==> config.mk <==
export PLATFORM = sky130hd
export DESIGN_NAME = pss_sequencer
export DESIGN_NICKNAME = d
export VERILOG_FILES = /design/src/rtl/pss_pkg.sv /design/src/rtl/pss_tick_count.sv /design/src/rtl/pss_sequencer.sv
export SDC_FILE = /design/constraint.sdc
export NUM_CORES = 1
export LEC_CHECK = 0
export BUFFER_PORTS_ARGS = -buffer_cell sky130_fd_sc_hd__buf_2
export CORE_UTILIZATION = 63
export DETAILED_ROUTE_END_ITERATION = 10
export PLACE_DENSITY = 0.87
export SYNTH_ARGS = -nofsm -noshare
export SYNTH_HDL_FRONTEND = slang
export SYNTH_SLANG_ARGS = --single-unit
==> constraint.sdc <==
create_clock -name clk -period 7.32 [get_ports clk]
set_clock_uncertainty 0.2 [all_clocks]
set_input_delay 0.366 -clock clk [delete_from_list [all_inputs] [get_ports clk]]
set_output_delay 0.366 -clock clk [all_outputs]
set_load 0.05 [all_outputs]
==> src/rtl/pss_pkg.sv <==
// package for the power search sequencer: widths, interval counts, state codes
// assumes a single 20 MHz clock domain and timer ticks already synchronous
package pss_pkg;
  // ------------------------------------------------------------
  // code widths and scales
  // ------------------------------------------------------------
  localparam int          CODE_W         = 7;       // quantised frequency / level width
  localparam int          FREQ_FS_KHZ    = 320;     // full scale of the 7-bit frequency code
  localparam int          PW_W           = 8;       // pulse-width control code width
  localparam int          RATIO_W        = 7;       // input-to-supply ratio code width
  localparam int          MIN_PW_NS      = 150;     // floor of the first sweep step
  localparam int          PW_GAIN_MILLI  = 576;     // 0.576 in thousandths
  localparam int          CLK_MHZ        = 20;
  localparam int          CLK_PERIOD_NS  = 1000 / CLK_MHZ;
  // least time rounds up to whole clock cycles
  localparam int          MIN_PW_CYC     = (MIN_PW_NS + CLK_PERIOD_NS - 1) / CLK_PERIOD_NS;
  // ------------------------------------------------------------
  // interval lengths in timer periods
  // ------------------------------------------------------------
  localparam int          INIT_WAIT_TICKS = 256;    // initial_wait_interval
  localparam int          SETTLE_TICKS    = 32;     // step_settle_interval
  localparam int          DELAY_TICKS     = 65000;  // intersearch_delay_interval
  localparam int          TICK_W          = 17;
  localparam logic [6:0]  CODE_ALL_ONES   = 7'h7f;
  // ------------------------------------------------------------
  // sequencer states, one-hot
  // ------------------------------------------------------------
  typedef enum logic [4:0] {
    PSS_RESET  = 5'h01,
    PSS_WAIT   = 5'h02,
    PSS_SETTLE = 5'h04,
    PSS_HOLD   = 5'h08,
    PSS_DELAY  = 5'h10
  } pss_state_e;
endpackage

==> src/rtl/pss_tick_count.sv <==
// tick counter used for every sequencer interval
// assumes tick is a one-cycle synchronous pulse of the selected timer clock
`timescale 1ns/100ps
module pss_tick_count #(
  parameter int W = 17
) (
  input  wire logic         clk,
  input  wire logic         sys_rst,
  input  wire logic         ce,
  input  wire logic         clear,
  input  wire logic         tick,
  input  wire logic [W-1:0] target,
  output logic              done
);
  logic [W-1:0] count;
  logic [W-1:0] next_count;

  // ------------------------------------------------------------
  // counter; clear wins so a restart never counts a stale tick
  // ------------------------------------------------------------
  always_comb begin
    next_count = count;
    if (clear) begin
      next_count = '0;
    end else if (tick && !done) begin
      next_count = count + W'(1);
    end
  end

  always_ff @(posedge clk) begin
    if (sys_rst) begin
      count <= '0;
    end else if (ce) begin
      count <= next_count;
    end
  end

  assign done = (count == target);
endmodule

==> src/rtl/pss_sequencer.sv <==
// power search sequencer: interval timing, pulse-width sweep, protection exits
// assumes ticks, codes and fault inputs are synchronous to clk
`timescale 1ns/100ps
// Behaviour
// frequency quantised to 7-bit code, 320 kHz
// limit is threshold ratio times full scale
// over-limit frequency stops power, releases status
// ramp end without exit faults until next search
// wait 256 step ticks before first step
// settle 32 step ticks after each step
// delay 65000 delay ticks between searches
// grounded minimum input gives 150 ns first step
// first step scales with minimum input ratio
// without receiver, only search pulses deliver power
// current limit after exit cuts power until next
// raise code one step per settle interval
// frequency fault holds bridge off, resumes after delay
module pss_sequencer #(
  parameter int PW_W        = pss_pkg::PW_W,
  parameter int DELAY_TICKS = pss_pkg::DELAY_TICKS
) (
  input  wire logic                        clk,
  input  wire logic                        sys_rst,
  input  wire logic                        ce,
  input  wire logic                        step_tick,
  input  wire logic                        delay_tick,
  input  wire logic [pss_pkg::CODE_W-1:0]  drive_freq_code,
  input  wire logic [pss_pkg::RATIO_W-1:0] frequency_limit_input,
  input  wire logic [pss_pkg::RATIO_W-1:0] minimum_pulse_width_input,
  input  wire logic [PW_W-1:0]             min_code_span,
  input  wire logic                        exit_found,
  input  wire logic                        current_limit,
  output logic [PW_W-1:0]                  pulse_width_control_one,
  output logic [PW_W-1:0]                  pulse_width_control_two,
  output logic                             bridge_enable,
  output logic                             status_drive,
  output logic                             status_oe,
  output logic                             ramp_fault,
  output logic                             freq_fault,
  output logic [pss_pkg::CODE_W-1:0]       frequency_limit_code
);
  localparam logic [pss_pkg::TICK_W-1:0] WAIT_T   = pss_pkg::TICK_W'(pss_pkg::INIT_WAIT_TICKS);
  localparam logic [pss_pkg::TICK_W-1:0] SETTLE_T = pss_pkg::TICK_W'(pss_pkg::SETTLE_TICKS);
  localparam logic [pss_pkg::TICK_W-1:0] DELAY_T  = pss_pkg::TICK_W'(DELAY_TICKS);
  localparam logic [PW_W-1:0]            PW_MAX   = {PW_W{1'b1}};

  // ------------------------------------------------------------
  // helper functions
  // ------------------------------------------------------------
  // first code of the sweep: zero span term gives the 150 ns floor
  function automatic logic [PW_W-1:0] first_code(input logic [pss_pkg::RATIO_W-1:0] ratio,
                                                 input logic [PW_W-1:0] span);
    logic [PW_W+pss_pkg::RATIO_W-1:0] prod;
    prod = span * ratio;
    first_code = prod[PW_W+pss_pkg::RATIO_W-1:pss_pkg::RATIO_W];
  endfunction

  function automatic logic freq_over(input logic [pss_pkg::CODE_W-1:0] f,
                                     input logic [pss_pkg::CODE_W-1:0] lim);
    freq_over = (f > lim);
  endfunction

  pss_pkg::pss_state_e  state;
  pss_pkg::pss_state_e  next_state;
  logic [PW_W-1:0]      pw;
  logic [PW_W-1:0]      next_pw;
  logic                 exited;
  logic                 next_exited;
  logic                 next_ramp_fault;
  logic                 next_freq_fault;
  logic                 power_off;
  logic                 next_power_off;
  logic [pss_pkg::CODE_W-1:0] next_lim;
  logic                 cnt_clear;
  logic                 cnt_tick;
  logic [pss_pkg::TICK_W-1:0] cnt_target;
  logic                 cnt_done;
  logic                 over;
  logic                 limit_programmed;

  // ------------------------------------------------------------
  // shared interval counter
  // ------------------------------------------------------------
  // one counter serves all three intervals; they never overlap
  pss_tick_count #(
    .W (pss_pkg::TICK_W)
  ) u_count (
    .clk    (clk),
    .sys_rst(sys_rst),
    .ce     (ce),
    .clear  (cnt_clear),
    .tick   (cnt_tick),
    .target (cnt_target),
    .done   (cnt_done)
  );

  always_comb begin
    cnt_tick   = step_tick;
    cnt_target = SETTLE_T;
    case (state)
      pss_pkg::PSS_WAIT:   cnt_target = WAIT_T;
      pss_pkg::PSS_SETTLE: cnt_target = SETTLE_T;
      pss_pkg::PSS_DELAY: begin
        cnt_target = DELAY_T;
        cnt_tick   = delay_tick;
      end
      default:             cnt_target = SETTLE_T;
    endcase
  end

  // ------------------------------------------------------------
  // frequency limit compare
  // ------------------------------------------------------------
  // the ratio code is already a 7-bit fraction of the 320 kHz scale
  assign limit_programmed = (frequency_limit_input != pss_pkg::CODE_ALL_ONES);
  assign over = limit_programmed && freq_over(drive_freq_code, frequency_limit_code);
  assign next_lim = frequency_limit_input;

  // ------------------------------------------------------------
  // sequencer next state
  // ------------------------------------------------------------
  always_comb begin
    next_state      = state;
    next_pw         = pw;
    next_exited     = exited;
    next_ramp_fault = ramp_fault;
    next_freq_fault = freq_fault;
    next_power_off  = power_off;
    cnt_clear       = 1'b0;
    case (state)
      pss_pkg::PSS_RESET: begin
        next_pw         = '0;
        next_exited     = 1'b0;
        next_ramp_fault = 1'b0;
        next_freq_fault = 1'b0;
        next_power_off  = 1'b0;
        cnt_clear       = 1'b1;
        next_state      = pss_pkg::PSS_WAIT;
      end
      pss_pkg::PSS_WAIT: begin
        if (cnt_done) begin
          next_pw    = first_code(minimum_pulse_width_input, min_code_span);
          cnt_clear  = 1'b1;
          next_state = pss_pkg::PSS_SETTLE;
        end
      end
      pss_pkg::PSS_SETTLE: begin
        if (over) begin
          next_freq_fault = 1'b1;
          next_power_off  = 1'b1;
          cnt_clear       = 1'b1;
          next_state      = pss_pkg::PSS_DELAY;
        end else if (cnt_done) begin
          cnt_clear = 1'b1;
          if (exit_found) begin
            next_exited = 1'b1;
            next_state  = pss_pkg::PSS_HOLD;
          end else if (pw == PW_MAX) begin
            next_ramp_fault = 1'b1;
            next_power_off  = 1'b1;
            next_state      = pss_pkg::PSS_DELAY;
          end else begin
            next_pw = pw + PW_W'(1);
          end
        end
      end
      pss_pkg::PSS_HOLD: begin
        // power found; hold level until a frequency fault or the current limit after an exit
        if (over) begin
          next_freq_fault = 1'b1;
          next_power_off  = 1'b1;
          cnt_clear       = 1'b1;
          next_state      = pss_pkg::PSS_DELAY;
        end else if (current_limit && exited) begin
          next_power_off = 1'b1;
          cnt_clear      = 1'b1;
          next_state     = pss_pkg::PSS_DELAY;
        end
      end
      pss_pkg::PSS_DELAY: begin
        // every entry here sets power_off, so the bridge stays off through the delay
        if (cnt_done) begin
          next_state = pss_pkg::PSS_RESET;
        end
      end
      default: begin
        next_state = pss_pkg::PSS_RESET;
      end
    endcase
  end

  always_ff @(posedge clk) begin
    if (sys_rst) begin
      state                <= pss_pkg::PSS_RESET;
      pw                   <= '0;
      exited               <= 1'b0;
      ramp_fault           <= 1'b0;
      freq_fault           <= 1'b0;
      power_off            <= 1'b0;
      frequency_limit_code <= '0;
    end else if (ce) begin
      state                <= next_state;
      pw                   <= next_pw;
      exited               <= next_exited;
      ramp_fault           <= next_ramp_fault;
      freq_fault           <= next_freq_fault;
      power_off            <= next_power_off;
      frequency_limit_code <= next_lim;
    end
  end

  // ------------------------------------------------------------
  // outputs
  // ------------------------------------------------------------
  assign pulse_width_control_one = pw;
  assign pulse_width_control_two = pw;
  // bridge off during reset and wait; on while stepping or holding
  assign bridge_enable = !power_off && (state == pss_pkg::PSS_SETTLE || state == pss_pkg::PSS_HOLD ||
                                        state == pss_pkg::PSS_DELAY);
  // status is open-drain: pulled low while powering, released on freq fault
  assign status_drive = 1'b0;
  assign status_oe    = !freq_fault;

  // ------------------------------------------------------------
  // checks
  // ------------------------------------------------------------
  // interval monitor kept apart from the shared counter, so a wrong
  // target or a tick lost at a restart shows up as a length mismatch
  logic [pss_pkg::TICK_W-1:0] mon_ticks;
  logic [pss_pkg::TICK_W-1:0] next_mon_ticks;
  logic                       mon_tick;

  always_comb begin
    mon_tick       = (state == pss_pkg::PSS_DELAY) ? delay_tick : step_tick;
    next_mon_ticks = mon_ticks;
    if (next_state != state || next_pw != pw) begin
      next_mon_ticks = '0;
    end else if (mon_tick && mon_ticks != '1) begin
      next_mon_ticks = mon_ticks + pss_pkg::TICK_W'(1);
    end
  end

  // same enable as the sequencer, so a frozen interval stays frozen here
  always_ff @(posedge clk) begin
    if (sys_rst) begin
      mon_ticks <= '0;
    end else if (ce) begin
      mon_ticks <= next_mon_ticks;
    end
  end

  // exits and faults
  a_freq_stop: assert property (@(posedge clk) disable iff (sys_rst)
    ce && over && state == pss_pkg::PSS_SETTLE |=> !bridge_enable && !status_oe)
    else $error("frequency over limit did not stop power");
  a_ramp_end: assert property (@(posedge clk) disable iff (sys_rst)
    ce && state == pss_pkg::PSS_SETTLE && cnt_done && !over && !exit_found && pw == PW_MAX
    |=> ramp_fault && !bridge_enable)
    else $error("ramp end did not fault");
  a_step_inc: assert property (@(posedge clk) disable iff (sys_rst)
    ce && state == pss_pkg::PSS_SETTLE && cnt_done && !over && !exit_found && pw != PW_MAX
    |=> pw == $past(pw) + PW_W'(1))
    else $error("pulse width did not step by one");
  a_first_step: assert property (@(posedge clk) disable iff (sys_rst)
    ce && state == pss_pkg::PSS_WAIT && cnt_done && minimum_pulse_width_input == '0
    |=> pw == '0)
    else $error("first step not at floor");
  a_ilim_cut: assert property (@(posedge clk) disable iff (sys_rst)
    ce && state == pss_pkg::PSS_HOLD && !over && current_limit && exited |=> !bridge_enable)
    else $error("current limit did not cut power");
  a_off_held: assert property (@(posedge clk) disable iff (sys_rst)
    power_off && state == pss_pkg::PSS_DELAY |=> !bridge_enable)
    else $error("bridge restarted before delay end");
  // the reset-release edge is excluded: the register still holds its reset value there
  a_limit_load: assert property (@(posedge clk) disable iff (sys_rst)
    ce && !sys_rst |=> frequency_limit_code == $past(frequency_limit_input))
    else $error("limit code not loaded");

  // interval lengths, judged by the monitor
  a_wait_len: assert property (@(posedge clk) disable iff (sys_rst)
    ce && state != pss_pkg::PSS_SETTLE && next_state == pss_pkg::PSS_SETTLE
    |-> state == pss_pkg::PSS_WAIT && mon_ticks == WAIT_T)
    else $error("stepping entered without the full initial wait");
  a_settle_len: assert property (@(posedge clk) disable iff (sys_rst)
    ce && state == pss_pkg::PSS_SETTLE && cnt_done && !over |-> mon_ticks == SETTLE_T)
    else $error("settle interval did not last its tick count");
  a_delay_len: assert property (@(posedge clk) disable iff (sys_rst)
    ce && state == pss_pkg::PSS_DELAY && cnt_done |-> mon_ticks == DELAY_T)
    else $error("delay interval did not last its tick count");

  // restart and sticky status
  a_reset_clean: assert property (@(posedge clk) disable iff (sys_rst)
    ce && !sys_rst && state == pss_pkg::PSS_RESET |=> !ramp_fault && !freq_fault && pw == '0)
    else $error("new search did not start clean");
  a_status_hold: assert property (@(posedge clk) disable iff (sys_rst)
    ce && !sys_rst && freq_fault && state != pss_pkg::PSS_RESET |=> freq_fault && !status_oe)
    else $error("status release lost before restart");

  // main scenarios
  c_ramp_fault: cover property (@(posedge clk) $rose(ramp_fault));
  c_freq_fault: cover property (@(posedge clk) $rose(freq_fault));
  c_exit_hold:  cover property (@(posedge clk) state == pss_pkg::PSS_HOLD);
  c_restart:    cover property (@(posedge clk) state == pss_pkg::PSS_DELAY ##1 state == pss_pkg::PSS_RESET);
  c_ilim_cut:   cover property (@(posedge clk) state == pss_pkg::PSS_HOLD ##1 state == pss_pkg::PSS_DELAY);
endmodule

Word-level counts from Yosys, hierarchy flattened. Cells that the tools add are included.

$add $sub $neg: 2. Multiply operators: 1. $lt $le $gt $ge: 1. Eq/ne operators: 22. Mux-type cells: 39. Reduce and logical (&&, ||, !) cells: 22.

Operators by type and width (number): 2-to-1 mux 5 bit (8); 2-to-1 mux 8 bit (5); 2-to-1 mux 17 bit (2); case mux 16 bit (2 select lines) (1); case mux 5 bit (5 select lines) (1); case mux 8 bit (3 select lines) (1); AND reduction 6 bit (3); adder 17 x 1 -> 17 bit, second input constant (1); equality test 17 x 16 -> 1 bit (1); 2-to-1 mux 1 bit (16); multiplier 8 x 7 -> 15 bit (1); != test 2 bit, second input constant (5); != test 3 bit, second input constant (3); adder 8 x 1 -> 8 bit, second input constant (1); equality test 8 bit, second input constant (1); != test 2 x 1 -> 1 bit, second input constant (4); greater-than comparator 7 bit (1); != test 7 bit, second input constant (1); AND reduction 7 bit (1); case mux 1 bit (2 select lines) (3); nonzero test 2 bit (3); nonzero test 3 bit (2); equality test 5 x 1 -> 1 bit, second input constant (1); equality test 5 x 2 -> 1 bit, second input constant (1); 14 further kinds (20).

Bits in registers: 41. Input port bits: 36. Output and inout bits: 28. Word-level logic and storage cells: 95.

Depth between registers and ports, before layout. Gate-level depths: netlist (run 1).

Word-level depth: 8. Gate-level depth with buffers: 18. Depth with buffers taken out: 18.

By module. A second synthesis (run 1) with hierarchy kept.

Cell total of the unflattened synthesis: 527. Area total of the unflattened synthesis: 4423.0 sq um.

By module, submodules not included: pss_sequencer (times used 1, cells each 384, area an instance 3226.8 sq um); pss_tick_count (times used 1, cells each 143, area an instance 1196.1 sq um).

Worst setup path after synthesis (run 1). No wires, ideal clock.

Path type: input port to flip-flop. Start: input port min_code_span[1]. End: register pw[6] (netlist: pulse_width_control_one[6]). Setup time: 0.116 ns. Arrival: 4.047 ns. Slack: 2.958 ns. Cell stages on the path: 14. Path buffers: 0. Cells stage by stage: and2_1 -> fa_1 -> fa_1 -> fa_1 -> inv_1 -> fa_1 -> inv_1 -> ha_1 -> o2111a_1 -> nor2_1 -> o31ai_1 -> xnor2_1 -> o221ai_1 -> and3_1.

Longest elaborated chain between the ends: 3.

RTL lines: start: declaration (line pss_sequencer.sv:30) `input wire logic [PW_W-1:0] min_code_span,`; multiplier 8 x 7 -> 15 bit (line pss_sequencer.sv:54) `prod = span * ratio;`; 2-to-1 mux 8 bit (line pss_sequencer.sv:141) `if (cnt_done) begin`; case mux 8 bit (3 select lines) (line pss_sequencer.sv:130) `case (state)`; end signal: assignment (line pss_sequencer.sv:203) `pw <= next_pw;`; end: declaration (line pss_sequencer.sv:65) `logic [PW_W-1:0] pw;`.

Every way passes these cells. The select of a mux whose other input is x is not followed. A chain may end at the register's enable or synchronous reset.

Worst setup path after layout (run 1). Ends and elaborated chain as after synthesis.

==> impl_metrics.tcl, run 1 <==
set metrics [dict create \
    min_period_ns 4.42 \
    synth-compound-area-share 0.171 \
    critPathRequiredTime_ns 7.32 \
    seq_area_frac_synth 0.190 \
    violations "design-rule violations" \
    fin_nets 676 \
    final_cell_mix "buf_2 (62), inv_1 (50), nand2_1 (49)" \
    grt_use_met3 0.0521 \
    antenna_left 0 \
    syn_inst 526 \
    crit_fanout 7 \
    synth_seq_cells 41 \
    wire_per_inst_um 15.9 \
    firstDrtPassIters 9 \
    start_util 0.664 \
    synth_simple_gate_area_frac 0.269 \
    die_w_um 84.8 \
    synth_flop_cell "dfxtp_1" \
    crit_path_end_kind "flop" \
    antenna_found_initial 0 \
    ctsResizeCount 0 \
    route.detailed.drc 9 \
    ys_types 76 \
    final_cell_area_um2 4680 \
    ys_async_sr_fraction 0 \
    cts_buffer_depth 2 \
    die_h_um 84.8 \
    arrival_ns 4.42 \
    syn_area_per_cell_um2 8.20 \
    cts_tree "yes" \
    synthAdderAreaFrac 0.249 \
    routabilityCongestion 0.956 \
    portBuffers 62 \
    synth-xor-area-share 0.0183 \
    finalHoldViolCount 0 \
    wirelength_um 10300 \
    syn-cell-area_um2 4320 \
    critical_path_class "primary input to flop" \
    cts_htree_levels 2 \
    period_share 0.604 \
    cap_violations 0 \
    tightest_slew_ns 1.09 \
    drt_iter0_markers 402 \
    grtUsageMet2 0.507 \
    max_freq_mhz 226 \
    dieArea_um2 7190 \
    run_status "finished with violations" \
    rsz0062_at_grt "false" \
    setup_violations 0 \
    place_area_um2 4570 \
    multi_input_area_um2 3150 \
    clkLatencyLatePin_ns 0.30 \
    synth_top_area_cell "dfxtp_1" \
    post_cts_buffers 0 \
    met1_usage 0.393 \
    cts_made_buffers 5 \
    yosysWarnings 0 \
    rows 29 \
    hp-class "primary input to flop" \
    core_um2 6490 \
    synth_top_family_by_area "simple AND/OR/NAND/NOR gates" \
    io_pins 64 \
    antenna_cells 0 \
    viasPerCell 6.29 \
    relSlewSlack 0.261 \
    synthTopCellsByArea "dfxtp_1 (19%), fa_1 (13%), ha_1 (12%)" \
    grt.busiest_layer "met2" \
    mostFrequentLayoutCell "buf_2" \
    irDropWorstVdd_mv 0.103 \
    fillerInstances 504 \
    root_buffer "clkbuf_8" \
    synth_nets 631 \
    fin_tns_setup_ns 0 \
    grt_pass1_vias 3848 \
    layout-drive-gt1-share 0.161 \
    yosysTopAreaCellShare 0.190 \
    yosys-mux-area-fraction 0.0212 \
    dpl.hpwl_um 7960 \
    cts_sinks 41 \
    powerDensity_nw_per_um2 176 \
    drv_slew 0 \
    vias 4085 \
    grt_pass1_wl_um 17400 \
    holdBufCountCts 0 \
    grt_overflow 0 \
    grt_usage 0.300 \
    leakage_uw 0.00218 \
    area_delta_synth_final_pct 8.55 \
    grt_max_degree 22 \
    crit_path_start_kind "primary input" \
    regArea_um2 821 \
    synth_edf_count 0 \
    finalPower_uw 824 \
    path_clk_slew_ns 0.08 \
]
-- path summary, 6_finish.rpt --
| check | startpoint | end | slack [ns] | cells past startpoint |
|---|---|---|---|---|
| max | min_code_span[1] | pulse_width_control_one[6]$_SDFFE_PP0P_ | 2.90 | 15 |
| min | frequency_limit_input[5] | frequency_limit_code[5]$_SDFFE_PP0P_ | 0.12 | 3 |
| max reg2reg | state[4]$_SDFFE_PP0P_ | pulse_width_control_one[5]$_SDFFE_PP0P_ | 3.83 | 8 |
| min reg2reg | ramp_fault$_SDFFE_PP0P_ | ramp_fault$_SDFFE_PP0P_ | 0.27 | 1 |
-- registers in the layout, indices dropped and copies added, names as in the netlist --
name	flops
freq_fault	1
frequency_limit_code	7
pulse_width_control_one	8
state	5
ramp_fault	1
power_off	1
exited	1
u_count.count	17
-- cells in the mapped netlist (all sizes together) (4+ instances only) --
| cell | count |
|---|---|
| or2 | 5 |
| and3 | 15 |
| mux2i | 8 |
| o31ai | 9 |
| fa | 28 |
| or3 | 4 |
| nand3b | 6 |
| o21a | 4 |
| nor3 | 11 |
| a21oi | 31 |
| inv | 50 |
| nor2 | 29 |
| dfxtp | 41 |
| and2 | 43 |
| ha | 41 |
| xnor2 | 6 |
| buf | 15 |
| clkbuf | 10 |
| nand2 | 49 |
| a41oi | 4 |
| a31oi | 4 |
| nand3 | 19 |
| nand4 | 8 |
| o21ai | 27 |
-- kinds of logic after synthesis --
family / count (synthesis)
AOI/OAI and AO/OA: 110
xor gates and xnor gates: 9
adders and majority gates: 69
buffers and inverters: 75
DFF: 41
muxes: 9
other: 1
and+or+nand+nor: 212
-- power by group --
group	internal [uW]	switching (uW)	total, uW
registers	229	7.91	237
clock network	111	79.2	190
logic	163	234	397
total	503	321	824
-- critical path: stages --
cell and delay (ns):
buf_2 0.14, and2_1 0.18, fa_1 0.51, fa_1 0.52
fa_1 0.55, inv_1 0.05, fa_1 0.53, inv_1 0.05
ha_1 0.33, o2111a_1 0.25, nor2_1 0.10, o31ai_1 0.38
xnor2_1 0.16, o221ai_1 0.12, and3_1 0.18
-- layer usage --
metal / vias up / wire length [um]
met5: - / 0
li1: 1932 / -
met2: 204 / 5030
met3: 24 / 783
met1: 1925 / 4260
met4: 0 / 228
-- layout make-up --
| cell class | instances | area share |
|---|---|---|
| Timing Repair Buffer | 63 | 0.0678 |
| Inverter | 50 | 0.0401 |
| Sequential cell | 41 | 0.175 |
| Tap cell | 77 | 0.0206 |
| Clock buffer | 7 | 0.0184 |
| Clock inverter | 1 | 0.00641 |
| Multi-Input combinational cell | 410 | 0.671 |
-- per-stage QoR --
stage               hold WS [ns]  setup slack, ns   util  instances
floorplan                  0.228             2.96      -        526
global placement           0.246             2.72  0.703        641
detailed placement         0.249             2.60  0.703        641
CTS                        0.119             2.92  0.721        649
global route               0.126             2.65  0.721        649
finish                     0.119             2.90  0.721        649
Note: power is estimated with default switching activity, not from simulation.
==> inputs of run 2 (changes only) <==
CORE_UTILIZATION = 53   (was 63)
PLACE_DENSITY = 0.78   (was 0.87)
clock period = 3.7 ns   (was 7.32 ns; I/O delays follow)
==> run 2 against run 1 <==
Effect of this change: the run ends with negative setup slack left; critical path type unchanged; clock power up 57%; register-to-register slack worse by 3.5 ns; non-clock buffer count up 37; global-route usage is 3.3 points lower; via count up 0.69%; die area up 18%; combinational power rose to 3.0 times the previous value; sequential share of layout area fell by 2.0 points; routed wire length rose by 7.3%.
==> impl_metrics.tcl, run 2 (synthesis results as in run 1) <==
set metrics [dict create \
    run_status "finished with violations" \
    violations "negative setup slack" \
    finalHoldViolCount 0 \
    drt_iter0_markers 121 \
    crit_path_end_kind "flop" \
    min_period_ns 3.91 \
    rows 32 \
    critPathRequiredTime_ns 3.70 \
    portBuffers 62 \
    viasPerCell 5.79 \
    hp-class "primary input to flop" \
    p_sw_uw 764 \
    cts_tree "yes" \
    leakage_uw 0.00240 \
    start_util 0.553 \
    p_seq_frac 0.241 \
    r2r_slack_ns 0.34 \
    rsz0062_at_grt "true" \
    route.detailed.drc 0 \
    setup_violations 7 \
    antenna_left 0 \
    cts_sinks 41 \
    regArea_um2 821 \
    antenna_found_initial 0 \
    p_int_uw 1180 \
    cap_violations 0 \
    fin_nets 713 \
    mostFrequentLayoutCell "buf_2" \
    area_delta_synth_final_pct 22.5 \
    grt_pass1_vias 4074 \
    crit_path_start_kind "primary input" \
    cp_slowest_cell "fa_1" \
    cts_made_buffers 5 \
    cts_buffer_depth 2 \
    io_pins 64 \
    arrival_ns 3.91 \
    root_buffer "clkbuf_8" \
    dieArea_um2 8510 \
    routabilityCongestion 0.895 \
    antenna_cells 0 \
    critical_path_class "primary input to flop" \
    reg2reg_depth 8 \
    swShare 0.394 \
    wire_per_inst_um 15.6 \
    rr_startpoint "state[4]$_SDFFE_PP0P_" \
    finalPower_uw 1940 \
    pwr-share-clk 0.153 \
    grt_pass1_wl_um 18500 \
    clkLatencyLatePin_ns 0.30 \
    r2r-end "pulse_width_control_one[3]$_SDFFE_PP0P_" \
    largest-register "u_count.count" \
    critPathLaunch "minimum_pulse_width_input[6]" \
    die_w_um 92.2 \
    path_clk_slew_ns 0.08 \
    wirelength_um 11100 \
    core_um2 7810 \
    final_cell_area_um2 5290 \
    irDropWorstVdd_mv 0.265 \
    period_share 1.06 \
    crit_top_cell "fa_1" \
    grt_usage 0.267 \
    final_cell_mix "buf_2 (51), nand2_1 (47), inv_1 (44)" \
    finalWorstSetupSlack_ns -0.209 \
    max_freq_mhz 256 \
    tightest_slew_ns 0.580 \
    powerDensity_nw_per_um2 367 \
    cts_htree_levels 2 \
    crit_fanout 6 \
    layout-drive-gt1-share 0.263 \
    crit_path_max_incr_delay_ns 0.51 \
    dpl.hpwl_um 8330 \
    die_h_um 92.2 \
    grt_overflow 0 \
    critical_path.endpoint "pulse_width_control_one[6]$_SDFFE_PP0P_" \
    comb_power_share 0.606 \
    relSlewSlack 0.610 \
    multi_input_area_um2 3370 \
    place_area_um2 4920 \
    firstDrtPassIters 5 \
    path_cells "clkbuf_4, and2_1, fa_1, fa_1, inv_1, fa_1, inv_2, ha_4, ha_4, and3_4, nor4_4, nor2_1, a21oi_2, o31ai_4, xnor2_1, o221ai_1, and3_1" \
    drv_slew 0 \
    largest_reg_flops 17 \
    fillerInstances 638 \
    grt_max_degree 22 \
    vias 4113 \
]
## run 2: cell types whose count changed in the layout (fill, tap and decap cells not counted), moves of 7 or more
cell and delta:
buf_6 +11, and2_4 +9, buf_2 -11, and2_1 -9
dlygate4sd3_1 +7, buf_4 +28, a21oi_1 -7, ha_1 -7
## run 2: metal layers
| layer | track usage | share of wire | up-vias |
|---|---|---|---|
| met3 | 0.0216 | 0.036 | 15 |
| met2 | 0.518 | 0.54 | 112 |
| met4 | 0.0560 | 0.013 | 0 |
| met1 | 0.315 | 0.41 | 1984 |
| met5 | 0 | 0 | - |
| li1 | - | - | 2002 |
## run 2: power by group through the flow
stage | Clock (uW) | Sequential (uW) | Combinational, uW
3_3_place_gp | 0 | 477 | 968
2_1_floorplan | 0 | 495 | 682
4_1_cts | 301 | 468 | 1070
3_5_place_dp | 0 | 478 | 998
6_report | 298 | 468 | 1180
5_1_grt | 316 | 470 | 1310
## run 2: worst max-delay path: cells and delay by family
kind | cells | cell delay (ns)
adder cells (fa/ha/maj) | 5 | 1.95
XOR/XNOR | 1 | 0.17
AO/OA/AOI/OAI | 3 | 0.43
buffers and inverters | 3 | 0.27
AND/OR/NAND/NOR | 5 | 0.90
## run 2: metrics by stage
step	util	std cells	hold slack, ns	setup slack (ns)	TNS, ns
floorplan	-	526	0.133	-0.234	-0.942
global placement	0.630	695	0.236	-0.496	-3.46
detailed placement	0.630	695	0.245	-0.605	-4.01
CTS	0.666	710	0.0128	-0.197	-1.19
global route	0.677	710	0.0540	-0.367	-2.37
finish	0.677	710	0.0189	-0.209	-1.20
## run 2: how the worst min path moves through the flow
| stage | startpoint | endpoint | slack, ns | cells past startpoint |
|---|---|---|---|---|
| after floorplan | frequency_limit_input[0] | frequency_limit_code[0]$_SDFFE_PP0P_ | 0.13 | 2 |
| after global placement | frequency_limit_input[4] | frequency_limit_code[4]$_SDFFE_PP0P_ | 0.24 | 3 |
| after detailed placement | frequency_limit_input[6] | frequency_limit_code[6]$_SDFFE_PP0P_ | 0.25 | 3 |
| after CTS | exit_found | state[3]$_SDFFE_PP0P_ | 0.01 | 3 |
| after global routing | exit_found | state[3]$_SDFFE_PP0P_ | 0.05 | 3 |
| final | exit_found | state[3]$_SDFFE_PP0P_ | 0.02 | 3 |
## run 2: repair_timing
item | CTS | global route
resized for setup | 35 | 21
setup endpoints to repair | 8 | 8
endpoints found under the hold margin | 7 | 0
hold buffers | 7 | 0
pin swaps | 20 | 19
setup buffers | 1 | 0
gates cloned | 0 | 0
## run 2: area by class of cell
class                      instances  area share
clock buffer                       7      0.0163
inverter                          50      0.0355
multi-input combinational        410       0.638
sequential                        41       0.155
tap                              102      0.0241
timing repair buffer             100       0.130
